### src/design/vtpc_map.svh
// register indices, field positions and reset values of the pattern control block
`ifndef VTPC_MAP_SVH
`define VTPC_MAP_SVH

// direct register indices; byte address is four times the index
`define VTPC_IDX_CFG        8'h65
`define VTPC_IDX_IADDR      8'h66
`define VTPC_IDX_IDATA      8'h67
`define VTPC_IDX_STATUS     8'h68

// configuration fields
`define VTPC_CFG_AUTO       0
`define VTPC_CFG_INVERT     1
`define VTPC_CFG_TSEL       2
`define VTPC_CFG_EXTCLK     3
`define VTPC_CFG_MODE18     4
`define VTPC_CFG_CHKSCALE   6
`define VTPC_CFG_RESET      8'h00
`define VTPC_CFG_MASK       8'h5f
`define VTPC_IADDR_RESET    8'h00

// status fields
`define VTPC_ST_PAT_LSB     0
`define VTPC_ST_INTERNAL    3
`define VTPC_ST_FULL        4
`define VTPC_ST_EMPTY       5

// indirect register map
`define VTPC_IND_COUNT      16
`define VTPC_IND_FT         4'h0
`define VTPC_IND_PEN        4'h1
`define VTPC_IND_PSEL       4'h2
`define VTPC_IND_HTOT_L     4'h3
`define VTPC_IND_HTOT_H     4'h4
`define VTPC_IND_VTOT_L     4'h5
`define VTPC_IND_VTOT_H     4'h6
`define VTPC_IND_HACT_L     4'h7
`define VTPC_IND_HACT_H     4'h8
`define VTPC_IND_VACT_L     4'h9
`define VTPC_IND_VACT_H     4'ha
`define VTPC_IND_HSW        4'hb
`define VTPC_IND_VSW        4'hc
`define VTPC_IND_HBP        4'hd
`define VTPC_IND_VBP        4'he
`define VTPC_IND_SYNC       4'hf
`define VTPC_IND_FT_RESET   8'h01
`define VTPC_IND_PEN_RESET  8'hff
`define VTPC_IND_RESET      8'h00

// sync configuration fields
`define VTPC_SYNC_HS_POL    0
`define VTPC_SYNC_VS_POL    1

// internal pixel clock divider default
`define VTPC_CLK_DIV        2

`endif

### src/design/vtpc_pkg.sv
// types shared by the pattern control block
package vtpc_pkg;

  typedef struct packed {
    logic        de;
    logic        hs;
    logic        vs;
    logic [23:0] rgb;
  } vtpc_pix_t;

  typedef struct packed {
    logic [11:0] htot;
    logic [11:0] vtot;
    logic [11:0] hact;
    logic [11:0] vact;
    logic [7:0]  hsw;
    logic [7:0]  vsw;
    logic [7:0]  hbp;
    logic [7:0]  vbp;
    logic        hs_pol;
    logic        vs_pol;
  } vtpc_timing_t;

  typedef enum logic [2:0] {
    PAT_WHITE,
    PAT_BLACK,
    PAT_RED,
    PAT_GREEN,
    PAT_BLUE,
    PAT_HRAMP,
    PAT_VRAMP,
    PAT_CHECKER
  } vtpc_pat_t;

endpackage : vtpc_pkg

### src/design/vtpc_fifo.sv
// pixel fifo with valid/ready on both sides
`timescale 1ns/1ps
module vtpc_fifo #(
  parameter int WIDTH = 27,
  parameter int DEPTH = 8
) (
  // clock and reset
  input  wire logic             pclk,
  input  wire logic             presetn,
  // fill side
  input  wire logic             in_valid,
  output logic                  in_ready,
  input  wire logic [WIDTH-1:0] in_data,
  // drain side
  output logic                  out_valid,
  input  wire logic             out_ready,
  output logic [WIDTH-1:0]      out_data,
  // level
  output logic                  full,
  output logic                  empty
);
  localparam int AW = $clog2(DEPTH);

  if (DEPTH < 2 || (1 << AW) != DEPTH) begin : g_chk
    $error("fifo depth must be a power of two of at least 2");
  end

  logic [WIDTH-1:0] mem [0:DEPTH-1];
  logic [AW:0]      wptr;
  logic [AW:0]      rptr;

  assign full      = (wptr[AW] != rptr[AW]) && (wptr[AW-1:0] == rptr[AW-1:0]);
  assign empty     = (wptr == rptr);
  assign in_ready  = !full;
  assign out_valid = !empty;
  assign out_data  = mem[rptr[AW-1:0]];

  always_ff @(posedge pclk) begin
    if (in_valid && !full) begin
      mem[wptr[AW-1:0]] <= in_data;
    end
  end

  always_ff @(posedge pclk or negedge presetn) begin
    if (!presetn) begin
      wptr <= '0;
    end else if (in_valid && !full) begin
      wptr <= wptr + 1'b1;
    end
  end

  always_ff @(posedge pclk or negedge presetn) begin
    if (!presetn) begin
      rptr <= '0;
    end else if (out_ready && !empty) begin
      rptr <= rptr + 1'b1;
    end
  end

endmodule : vtpc_fifo

### src/design/vtpc_top.sv
// video test pattern control with apb registers and indirect settings port
`timescale 1ns/1ps
`include "vtpc_map.svh"
module vtpc_top
  import vtpc_pkg::*;
#(
  parameter int FIFO_DEPTH = 8,
  parameter int CLK_DIV    = `VTPC_CLK_DIV
) (
  // apb slave
  input  wire logic        pclk,
  input  wire logic        presetn,
  input  wire logic [11:0] paddr,
  input  wire logic        psel,
  input  wire logic        penable,
  input  wire logic        pwrite,
  input  wire logic [31:0] pwdata,
  output logic [31:0]      prdata,
  output logic             pready,
  output logic             pslverr,
  // external video timing and pixel strobe
  input  wire vtpc_pix_t   ext_pix,
  input  wire logic        ext_valid,
  output logic             ext_ready,
  input  wire logic        ext_pix_stb,
  // pattern output stream
  output vtpc_pix_t        out_pix,
  output logic             out_valid,
  input  wire logic        out_ready
);
  localparam int DIV_W = (CLK_DIV > 1) ? $clog2(CLK_DIV) : 1;
  localparam int NPAT  = 8;

  if (CLK_DIV < 1 || CLK_DIV > 256) begin : g_chk_div
    $error("clock divider must lie between 1 and 256");
  end

  // ---------------- register bus ----------------
  logic [7:0] cfg;
  logic [7:0] iaddr;
  logic [7:0] ind [0:`VTPC_IND_COUNT-1];
  logic [7:0] idx;
  logic       mapped;
  logic       acc_wr;
  logic       setup;
  logic [7:0] ind_rd;
  logic [7:0] status;
  logic [7:0] rd_mux;
  logic       advance;
  logic [2:0] next_pat;
  logic       fifo_full;
  logic       fifo_empty;

  assign idx    = paddr[9:2];
  assign mapped = (paddr[1:0] == 2'b00) && (paddr[11:10] == 2'b00) &&
                  ((idx == `VTPC_IDX_CFG) || (idx == `VTPC_IDX_IADDR) ||
                   (idx == `VTPC_IDX_IDATA) || (idx == `VTPC_IDX_STATUS));
  assign setup  = psel && !penable;
  assign acc_wr = psel && penable && pwrite && mapped;
  // zero wait states: every access completes in its first access cycle
  assign pready  = 1'b1;
  assign pslverr = psel && penable && !mapped;

  always_ff @(posedge pclk or negedge presetn) begin
    if (!presetn) begin
      cfg <= `VTPC_CFG_RESET;
    end else if (acc_wr && idx == `VTPC_IDX_CFG) begin
      cfg <= pwdata[7:0] & `VTPC_CFG_MASK;
    end
  end

  always_ff @(posedge pclk or negedge presetn) begin
    if (!presetn) begin
      iaddr <= `VTPC_IADDR_RESET;
    end else if (acc_wr && idx == `VTPC_IDX_IADDR) begin
      iaddr <= pwdata[7:0];
    end
  end

  // one flop group per indirect entry; software write wins over auto advance
  for (genvar i = 0; i < `VTPC_IND_COUNT; i++) begin : g_ind
    localparam logic [7:0] RST = (i == `VTPC_IND_FT)  ? `VTPC_IND_FT_RESET :
                                 (i == `VTPC_IND_PEN) ? `VTPC_IND_PEN_RESET :
                                                        `VTPC_IND_RESET;
    always_ff @(posedge pclk or negedge presetn) begin
      if (!presetn) begin
        ind[i] <= RST;
      end else if (acc_wr && idx == `VTPC_IDX_IDATA && iaddr == 8'(i)) begin
        ind[i] <= pwdata[7:0];
      end else if (i == `VTPC_IND_PSEL && advance) begin
        ind[i] <= {5'h0_0, next_pat};
      end
    end
  end

  // addresses beyond the indirect map read as zero
  assign ind_rd = (iaddr < 8'(`VTPC_IND_COUNT)) ? ind[iaddr[3:0]] : 8'h00;

  always_comb begin
    status = 8'h00;
    status[`VTPC_ST_PAT_LSB +: 3] = ind[`VTPC_IND_PSEL][2:0];
    status[`VTPC_ST_INTERNAL]     = cfg[`VTPC_CFG_TSEL];
    status[`VTPC_ST_FULL]         = fifo_full;
    status[`VTPC_ST_EMPTY]        = fifo_empty;
  end

  always_comb begin
    rd_mux = 8'h00;
    if (mapped) begin
      unique case (idx)
        `VTPC_IDX_CFG:    rd_mux = cfg;
        `VTPC_IDX_IADDR:  rd_mux = iaddr;
        `VTPC_IDX_IDATA:  rd_mux = ind_rd;
        `VTPC_IDX_STATUS: rd_mux = status;
        default:          rd_mux = 8'h00;
      endcase
    end
  end

  // read data captured in the setup cycle so it comes from a flop
  always_ff @(posedge pclk or negedge presetn) begin
    if (!presetn) begin
      prdata <= 32'h0000_0000;
    end else if (setup) begin
      prdata <= {24'h00_0000, rd_mux};
    end
  end

  // ---------------- timing settings ----------------
  vtpc_timing_t tm;
  logic         tsel;
  logic         auto_scroll;

  assign tsel        = cfg[`VTPC_CFG_TSEL];
  assign auto_scroll = cfg[`VTPC_CFG_AUTO];

  always_comb begin
    tm.htot   = {ind[`VTPC_IND_HTOT_H][3:0], ind[`VTPC_IND_HTOT_L]};
    tm.vtot   = {ind[`VTPC_IND_VTOT_H][3:0], ind[`VTPC_IND_VTOT_L]};
    tm.hact   = {ind[`VTPC_IND_HACT_H][3:0], ind[`VTPC_IND_HACT_L]};
    tm.vact   = {ind[`VTPC_IND_VACT_H][3:0], ind[`VTPC_IND_VACT_L]};
    tm.hsw    = ind[`VTPC_IND_HSW];
    tm.vsw    = ind[`VTPC_IND_VSW];
    tm.hbp    = ind[`VTPC_IND_HBP];
    tm.vbp    = ind[`VTPC_IND_VBP];
    tm.hs_pol = ind[`VTPC_IND_SYNC][`VTPC_SYNC_HS_POL];
    tm.vs_pol = ind[`VTPC_IND_SYNC][`VTPC_SYNC_VS_POL];
  end

  // ---------------- internal timing generator ----------------
  logic [DIV_W-1:0] divcnt;
  logic             div_tick;
  logic             pix_tick;
  logic             fifo_in_ready;
  logic             fifo_in_valid;
  logic             gen_acc;
  logic             ext_acc;
  logic [11:0]      hcnt;
  logic [11:0]      vcnt;
  logic             h_wrap;
  logic             v_wrap;
  logic [12:0]      hstart;
  logic [12:0]      vstart;
  logic             gen_de;

  assign div_tick = (divcnt == DIV_W'(CLK_DIV - 1));

  always_ff @(posedge pclk or negedge presetn) begin
    if (!presetn) begin
      divcnt <= '0;
    end else if (div_tick) begin
      divcnt <= '0;
    end else begin
      divcnt <= divcnt + 1'b1;
    end
  end

  // pixel source only matters under internal timing
  assign pix_tick      = cfg[`VTPC_CFG_EXTCLK] ? ext_pix_stb : div_tick;
  assign fifo_in_valid = tsel ? pix_tick : ext_valid;
  assign gen_acc       = tsel && pix_tick && fifo_in_ready;
  assign ext_acc       = !tsel && ext_valid && fifo_in_ready;
  // external stream is drained while unused so its source never hangs
  assign ext_ready     = tsel ? 1'b1 : fifo_in_ready;

  assign h_wrap = ({1'b0, hcnt} + 13'h0001) >= {1'b0, tm.htot};
  assign v_wrap = ({1'b0, vcnt} + 13'h0001) >= {1'b0, tm.vtot};

  always_ff @(posedge pclk or negedge presetn) begin
    if (!presetn) begin
      hcnt <= 12'h000;
      vcnt <= 12'h000;
    end else if (gen_acc) begin
      if (h_wrap) begin
        hcnt <= 12'h000;
        vcnt <= v_wrap ? 12'h000 : vcnt + 12'h001;
      end else begin
        hcnt <= hcnt + 12'h001;
      end
    end
  end

  assign hstart = 13'(tm.hsw) + 13'(tm.hbp);
  assign vstart = 13'(tm.vsw) + 13'(tm.vbp);
  assign gen_de = ({1'b0, hcnt} >= hstart) && ({1'b0, hcnt} < hstart + {1'b0, tm.hact}) &&
                  ({1'b0, vcnt} >= vstart) && ({1'b0, vcnt} < vstart + {1'b0, tm.vact});

  // ---------------- external timing position ----------------
  logic [11:0] ex;
  logic [11:0] ey;
  logic        prev_de;
  logic        prev_vs;

  always_ff @(posedge pclk or negedge presetn) begin
    if (!presetn) begin
      ex      <= 12'h000;
      ey      <= 12'h000;
      prev_de <= 1'b0;
      prev_vs <= 1'b0;
    end else if (ext_acc) begin
      prev_de <= ext_pix.de;
      prev_vs <= ext_pix.vs;
      if (ext_pix.vs) begin
        ex <= 12'h000;
        ey <= 12'h000;
      end else if (ext_pix.de) begin
        ex <= ex + 12'h001;
      end else if (prev_de) begin
        ex <= 12'h000;
        ey <= ey + 12'h001;
      end
    end
  end

  // ---------------- pattern colour ----------------
  logic [11:0] px;
  logic [11:0] py;
  logic        chk;
  logic [23:0] base_rgb;
  logic [23:0] col_rgb;
  vtpc_pix_t   gen_pix;

  assign px  = tsel ? 12'(13'(hcnt) - hstart) : ex;
  assign py  = tsel ? 12'(13'(vcnt) - vstart) : ey;
  assign chk = cfg[`VTPC_CFG_CHKSCALE] ? (px[3] ^ py[3]) : (px[0] ^ py[0]);

  always_comb begin
    unique case (vtpc_pat_t'(ind[`VTPC_IND_PSEL][2:0]))
      PAT_WHITE:   base_rgb = 24'hff_ffff;
      PAT_BLACK:   base_rgb = 24'h00_0000;
      PAT_RED:     base_rgb = 24'hff_0000;
      PAT_GREEN:   base_rgb = 24'h00_ff00;
      PAT_BLUE:    base_rgb = 24'h00_00ff;
      PAT_HRAMP:   base_rgb = {3{px[7:0]}};
      PAT_VRAMP:   base_rgb = {3{py[7:0]}};
      PAT_CHECKER: base_rgb = chk ? 24'hff_ffff : 24'h00_0000;
    endcase
  end

  always_comb begin
    col_rgb = cfg[`VTPC_CFG_INVERT] ? ~base_rgb : base_rgb;
    // 18-bit mode keeps only the six upper bits of each colour
    if (cfg[`VTPC_CFG_MODE18]) begin
      col_rgb = col_rgb & 24'hfc_fcfc;
    end
  end

  always_comb begin
    if (tsel) begin
      gen_pix.de  = gen_de;
      gen_pix.hs  = ({4'h0, hcnt} < 16'(tm.hsw)) ^ tm.hs_pol;
      gen_pix.vs  = ({4'h0, vcnt} < 16'(tm.vsw)) ^ tm.vs_pol;
      gen_pix.rgb = gen_de ? col_rgb : 24'h00_0000;
    end else begin
      gen_pix.de  = ext_pix.de;
      gen_pix.hs  = ext_pix.hs;
      gen_pix.vs  = ext_pix.vs;
      gen_pix.rgb = ext_pix.de ? col_rgb : 24'h00_0000;
    end
  end

  // ---------------- auto scroll ----------------
  logic       frame_end;
  logic [7:0] fcnt;
  logic       ft_done;

  assign frame_end = (gen_acc && h_wrap && v_wrap) ||
                     (ext_acc && ext_pix.vs && !prev_vs);
  // a frame time of zero behaves as one frame
  assign ft_done   = ({1'b0, fcnt} + 9'h001) >= {1'b0, ind[`VTPC_IND_FT]};
  assign advance   = auto_scroll && frame_end && ft_done;

  function automatic logic [2:0] find_next(input logic [2:0] cur, input logic [7:0] en);
    logic [2:0] cand;
    logic       hit;
    find_next = cur;
    hit       = 1'b0;
    for (int k = 1; k < NPAT; k++) begin
      cand = cur + 3'(k);
      if (!hit && en[cand]) begin
        find_next = cand;
        hit       = 1'b1;
      end
    end
  endfunction : find_next

  assign next_pat = find_next(ind[`VTPC_IND_PSEL][2:0], ind[`VTPC_IND_PEN]);

  always_ff @(posedge pclk or negedge presetn) begin
    if (!presetn) begin
      fcnt <= 8'h00;
    end else if (!auto_scroll) begin
      fcnt <= 8'h00;
    end else if (frame_end) begin
      fcnt <= ft_done ? 8'h00 : fcnt + 8'h01;
    end
  end

  // ---------------- output buffer ----------------
  logic [$bits(vtpc_pix_t)-1:0] fifo_out;

  vtpc_fifo #(
    .WIDTH ($bits(vtpc_pix_t)),
    .DEPTH (FIFO_DEPTH)
  ) u_fifo (
    .pclk      (pclk),
    .presetn   (presetn),
    .in_valid  (fifo_in_valid),
    .in_ready  (fifo_in_ready),
    .in_data   (gen_pix),
    .out_valid (out_valid),
    .out_ready (out_ready),
    .out_data  (fifo_out),
    .full      (fifo_full),
    .empty     (fifo_empty)
  );

  assign out_pix = vtpc_pix_t'(fifo_out);

endmodule : vtpc_top

### config.mk
export PLATFORM = sky130hd
export DESIGN_NAME = vtpc_top
export DESIGN_NICKNAME = d
export VERILOG_FILES = /design/src/design/vtpc_pkg.sv /design/src/design/vtpc_fifo.sv /design/src/design/vtpc_top.sv
export VERILOG_INCLUDE_DIRS = /design/src /design/src/design
export SDC_FILE = /design/constraint.sdc
export NUM_CORES = 1
export LEC_CHECK = 0
export BUFFER_PORTS_ARGS = -buffer_cell sky130_fd_sc_hd__buf_2
export CORE_MARGIN = 4
export CORE_UTILIZATION = 65
export DETAILED_ROUTE_END_ITERATION = 8
export GPL_ROUTABILITY_DRIVEN = 0
export PLACE_DENSITY = 0.89
export SETUP_SLACK_MARGIN = 0.2
export SLEW_MARGIN = 20
export SYNTH_ARGS = -nofsm -noshare
export SYNTH_HDL_FRONTEND = slang
export SYNTH_SLANG_ARGS = --single-unit
export TNS_END_PERCENT = 10
### constraint.sdc
create_clock -name pclk -period 8.6 [get_ports pclk]
set_input_delay 1.72 -clock pclk [delete_from_list [all_inputs] [get_ports pclk]]
set_output_delay 1.72 -clock pclk [all_outputs]
set_load 0.01 [all_outputs]
; Word level (Yosys, flattened, before mapping)
; Memory sizes are Yosys's and may differ from the RTL's.
; Index checks and enable logic that the tools add are counted.
[classes]
n_addsub = 24
multipliers = 0
n_div = 0
order_cmp = 18
eq_ne = 31
shift = 0
muxes = 62
n_bitwise = 6
reduce_logical = 76
[op_table]
columns = operator, count
row1 = $pmux 24 s8, 1
row2 = $mux 12, 8
row3 = $mux 24, 4
row4 = $mux 8, 11
row5 = $eq 8x4->1 const B, 8
row6 = $add 12x1->12 const B, 4
row7 = $logic_and 1x1->1, 48
row8 = $bmux 8 s4, 1
row9 = $eq 8x3->1 const B, 4
row10 = $eq 8x7->1 const B, 4
row11 = $pmux 8 s4, 1
row12 = $lt 3x4->1 const B, 7
row13 = $mux 27, 1
row14 = $add 12x1->13 const B, 2
row15 = $add 9x12->13, 2
row16 = $ge 13x12->1, 2
row17 = $lt 12x13->1, 2
row18 = $ge 12x9->1, 2
row19 = $lt 12x8->1, 2
row20 = $not 24->24, 1
row21 = $bmux 1 s3, 7
row22 = $mux 3, 7
row23 = $mux 1, 20
row24 = $add 8x8->9, 2
row25 = 34 further kinds, 66
[word_totals]
regBits = 217
latch_bits = 0
ramBits = 216
romBits = 0
input_bits = 79
output_inout_bits = 63
elab_cells = 248
n_memories = 1
[mem_list]
columns = memory, words, word_bits, rd, rd_ports_with_merged_regs, write_ports, line_no
row1 = u_fifo.mem, 8, 27, 1, 0, 1, vtpc_fifo.sv:28  ; logic [WIDTH-1:0] mem [0:DEPTH-1];

; Depth between registers and ports, before layout
[logic_depth]
word_depth = 24
ltp_mapped = 24
depth_no_buf = 23

; Cells and area by module
; Synthesis repeated with hierarchy kept, for this count alone.
[unflattened]
cells_unflattened = 1892
area_unflattened_um2 = 24045.6
[modules_own_cells]
columns = module, n_inst, cells_each, area_per_inst_um2, seq_area_each_um2
row1 = vtpc_top, 1, 1521, 15150.8, 5041.1
row2 = vtpc_fifo, 1, 371, 8894.8, 6686.4

; Worst setup path before layout
; Ideal clock, no wire load.
[synth_path]
kind = in2reg
startpoint = input port ext_pix_stb
endpoint = memory u_fifo.mem[1][0] (enable)
setup_ns = 0.489
arrival_ns = 5.194
required_ns = 8.111
path_slack_ns = 2.917
stages = 6
n_path_buf = 1
cell_sequence = nand2_1 o21ai_0 and3_1 buf_2 nor2_1 nor4b_1
[synth_between]
elab_chain_len = 5
[synth_lines]
columns = item, line_no
row1 = start: declaration, vtpc_top.sv:25  ; input wire logic ext_pix_stb,
row2 = $mux 1, vtpc_top.sv:179  ; assign pix_tick = cfg[`VTPC_CFG_EXTCLK] ? ext_pix_stb : div_tick;
row3 = $mux 1, vtpc_top.sv:180  ; assign fifo_in_valid = tsel ? pix_tick : ext_valid;
row4 = $logic_and 1x1->1, vtpc_fifo.sv:39  ; if (in_valid && !full) begin
row5 = $mux 1, vtpc_fifo.sv:39
row6 = $mux 1 (not written as such), vtpc_fifo.sv:40  ; mem[wptr[AW-1:0]] <= in_data;
row7 = end: declaration, vtpc_fifo.sv:28
; No other way between the ends.

==> flow_summary.ini <==
[timing]
fin_ws_ps = 2540
tns_ps = 0
hold_viol_final = 0
setup_violations = 0
fmax_mhz = 165
maxSlewViolCount = 0
grt_setup_unrepaired = no
skew_ps = 18.4
max-slew-margin-rel = 0.367
post-route-period-util = 0.704
worst_pin_slew_ps = 950
fin_crit_ps = 6060

[yosys]
ys_ff_latch = 425
netlist_instances = 1891
ys_async_sr_fraction = 0.492
syn_area_um2 = 24200
ys_warn_count = 0
yosysUniqueCellTypes = 100
synth-edff-count = 216
yosysSeqAreaShare = 0.485
syn_avg_cell_area_um2 = 12.8
synth-main-ff-cell = edfxtp_1

[floorplanning]
num_rows = 70
initial_core_util = 0.660
dieArea_um2 = 40300
fp.dieW_um = 201
io_pins = 142
core_area_um2 = 36600
dieHeight_um = 201

[critical_path]
path_depth = 22
crit_buf_inv = 1
max_stage_delay_ps = 430
crit_start = ind[17]$_DFFE_PN0P_
crit_family = compound AO/OA/AOI/OAI gates
rrSetupSlack_ps = 2540
cp_slowest_cell = dfrtp_1
end_kind = flip-flop
cp_common_cell = a21oi_1
timing.critical_path.to = u_fifo.mem[6][1]$_DFFE_PP_
crit_fanout = 32
rr_worst_depth = 22
critPathArrivalTime_ps = 6430
r2r_start = ind[17]$_DFFE_PN0P_
cp_cell_sequence = ha_1, a21o_1, a21oi_1, o21bai_1, a21oi_1, o21bai_1, a21oi_1, xnor2_1, ha_1, a21oi_1, nand2_1, o211a_1, o21ai_0, xor2_1, ha_1, or3_1, a2111oi_0, a21oi_1, a221o_1, o32ai_2, buf_4, and3b_1
startpoint_type = flip-flop
r2r-end = u_fifo.mem[6][1]$_DFFE_PP_
criticalPathCategory = flip-flop to flip-flop
worstPathRequired_ps = 8970

[clock_network]
cts_tree = built
post-cts-setup-buffers = 0
clk_latency_ps = 580
clockBufferDepth = 3
cts.sinks = 425
cts_root_buffer = clkbuf_16
cts-resized-gates = 0
cts_buffers = 43
h-tree-depth = 2
path_clk_slew_ps = 60
ctsHoldBuffers = 0

[grt]
grt_overflow = 0
grt_max_degree = 86
antenna_found_initial = 0
grt_usage = 0.303
grt_pass1_vias = 16600
grt_first_pass_wirelength_mm = 95.7

[detailed_routing]
wl_mm = 61.6
viasPerCell = 6.73
via_count = 16400
ant_nets = 0
wl_per_cell_um = 25.2
drc_errors = 0
drtIter0Drc = 1594
firstDrtPassIters = 5

[finish]
final_nets = 2162
final_core_util = 0.717
layout_commonest_cell = edfxtp_1
layout_common_cells = 216 x edfxtp_1, 197 x dfrtp_1, 148 x mux2_2
syn2layout_area_growth_pct = 8.70
drive_above_1_share = 0.231

[pwr]
leakage_nw = 10.4
peakVddDrop_mv = 0.177
pwr_density_cell_nw_per_um2 = 192

[placed_design]
dpl.hpwl_mm = 41.4
place_ws_ps = 2730
numPortBuffers = 68

[worst_hold_path]
hp-class = flip-flop to flip-flop

[status]
outcome = complete, no violations

[run]
drv_cap = 0
## worst reg2reg max path: stages (launching register included)
cell       delay [ps]
dfrtp_1           430
ha_1              310
a21o_1            160
a21oi_1           230
o21bai_1           90
a21oi_1           230
o21bai_1          100
a21oi_1           200
xnor2_1           270
ha_1              350
a21oi_1           270
nand2_1            90
o211a_1           240
o21ai_0           240
xor2_1            130
ha_1              210
or3_1             390
a2111oi_0         300
a21oi_1           140
a221o_1           420
o32ai_2           270
buf_4             380
and3b_1           410
## flip-flops by register name (all words and copies together), names as in the netlist, 6 cells and up
register / cells
fcnt: 8
vcnt: 12
ex: 8
ey: 8
iaddr: 8
cfg: 6
prdata: 8
u_fifo.mem: 216
hcnt: 12
ind: 128
## per-stage QoR
step / total power [mW] / instances / cell area, µm² / hold WS [ps]
floorplan: 2.91 / 1914 / 24200 / 379
global placement: 3.16 / 2360 / 24800 / 393
detailed placement: 3.18 / 2360 / 24800 / 390
CTS: 5.05 / 2439 / 26200 / 398
global route: 5.20 / 2440 / 26300 / 431
finish: 5.04 / 2442 / 26300 / 403
## power by group
group / switching, mW / total, mW / internal, mW / leakage [nW]
combinational: 0.557 / 0.823 / 0.266 / 5.37
clock: 0.806 / 1.88 / 1.08 / 0.691
sequential: 0.0732 / 2.33 / 2.26 / 4.36
## routing by layer
metal,part of all wire,global-route usage
met5,0,0
met4,0.057,0.158
met3,0.082,0.0523
met1,0.37,0.387
met2,0.49,0.502
## synth_stat cells, types with 48 or more instances
cell type	number	area, µm²
edfxtp_1	216	6490
dfrtp_1	200	5000
mux2_2	148	1670
ha_1	139	1740
mux4_2	104	2340
nand2_1	103	387
inv_1	100	375
a21oi_1	69	345
o21ai_0	69	345
xnor2_1	65	569
nand3_1	48	240
xor2_1	48	420
## kinds of logic after synthesis
| logic type | after synthesis | share of synthesized area |
|---|---|---|
| DFF | 425 | 0.485 |
| and+or+nand+nor | 405 | 0.0912 |
| AOI/OAI and AO/OA | 310 | 0.0851 |
| muxes | 282 | 0.181 |
| buffers and inverters | 209 | 0.0390 |
| adders and majority gates | 145 | 0.0770 |
| xor gates and xnor gates | 113 | 0.0410 |
| other | 2 | 0.000311 |
## final cells by class
class	count	area (µm²)
diodes	2	5.00
flip-flops and latches	425	11700
well taps	468	586
fillers	2299	10300
clock inverters	21	236
repair buffers	86	504
multi-input cells	1280	11600
clock buffers	58	1190
inverters	102	383
## worst min-delay path by stage
stage                  startpoint            endpoint  slack, ps  cells after the start
2_1_floorplan  div_tick$_DFF_PN0_  div_tick$_DFF_PN0_        380                      1
3_3_place_gp   div_tick$_DFF_PN0_  div_tick$_DFF_PN0_        390                      1
3_5_place_dp   div_tick$_DFF_PN0_  div_tick$_DFF_PN0_        390                      1
4_1_cts        div_tick$_DFF_PN0_  div_tick$_DFF_PN0_        400                      1
5_1_grt        div_tick$_DFF_PN0_  div_tick$_DFF_PN0_        430                      1
6_report       div_tick$_DFF_PN0_  div_tick$_DFF_PN0_        400                      1
Power figures use the tool's default switching activity.
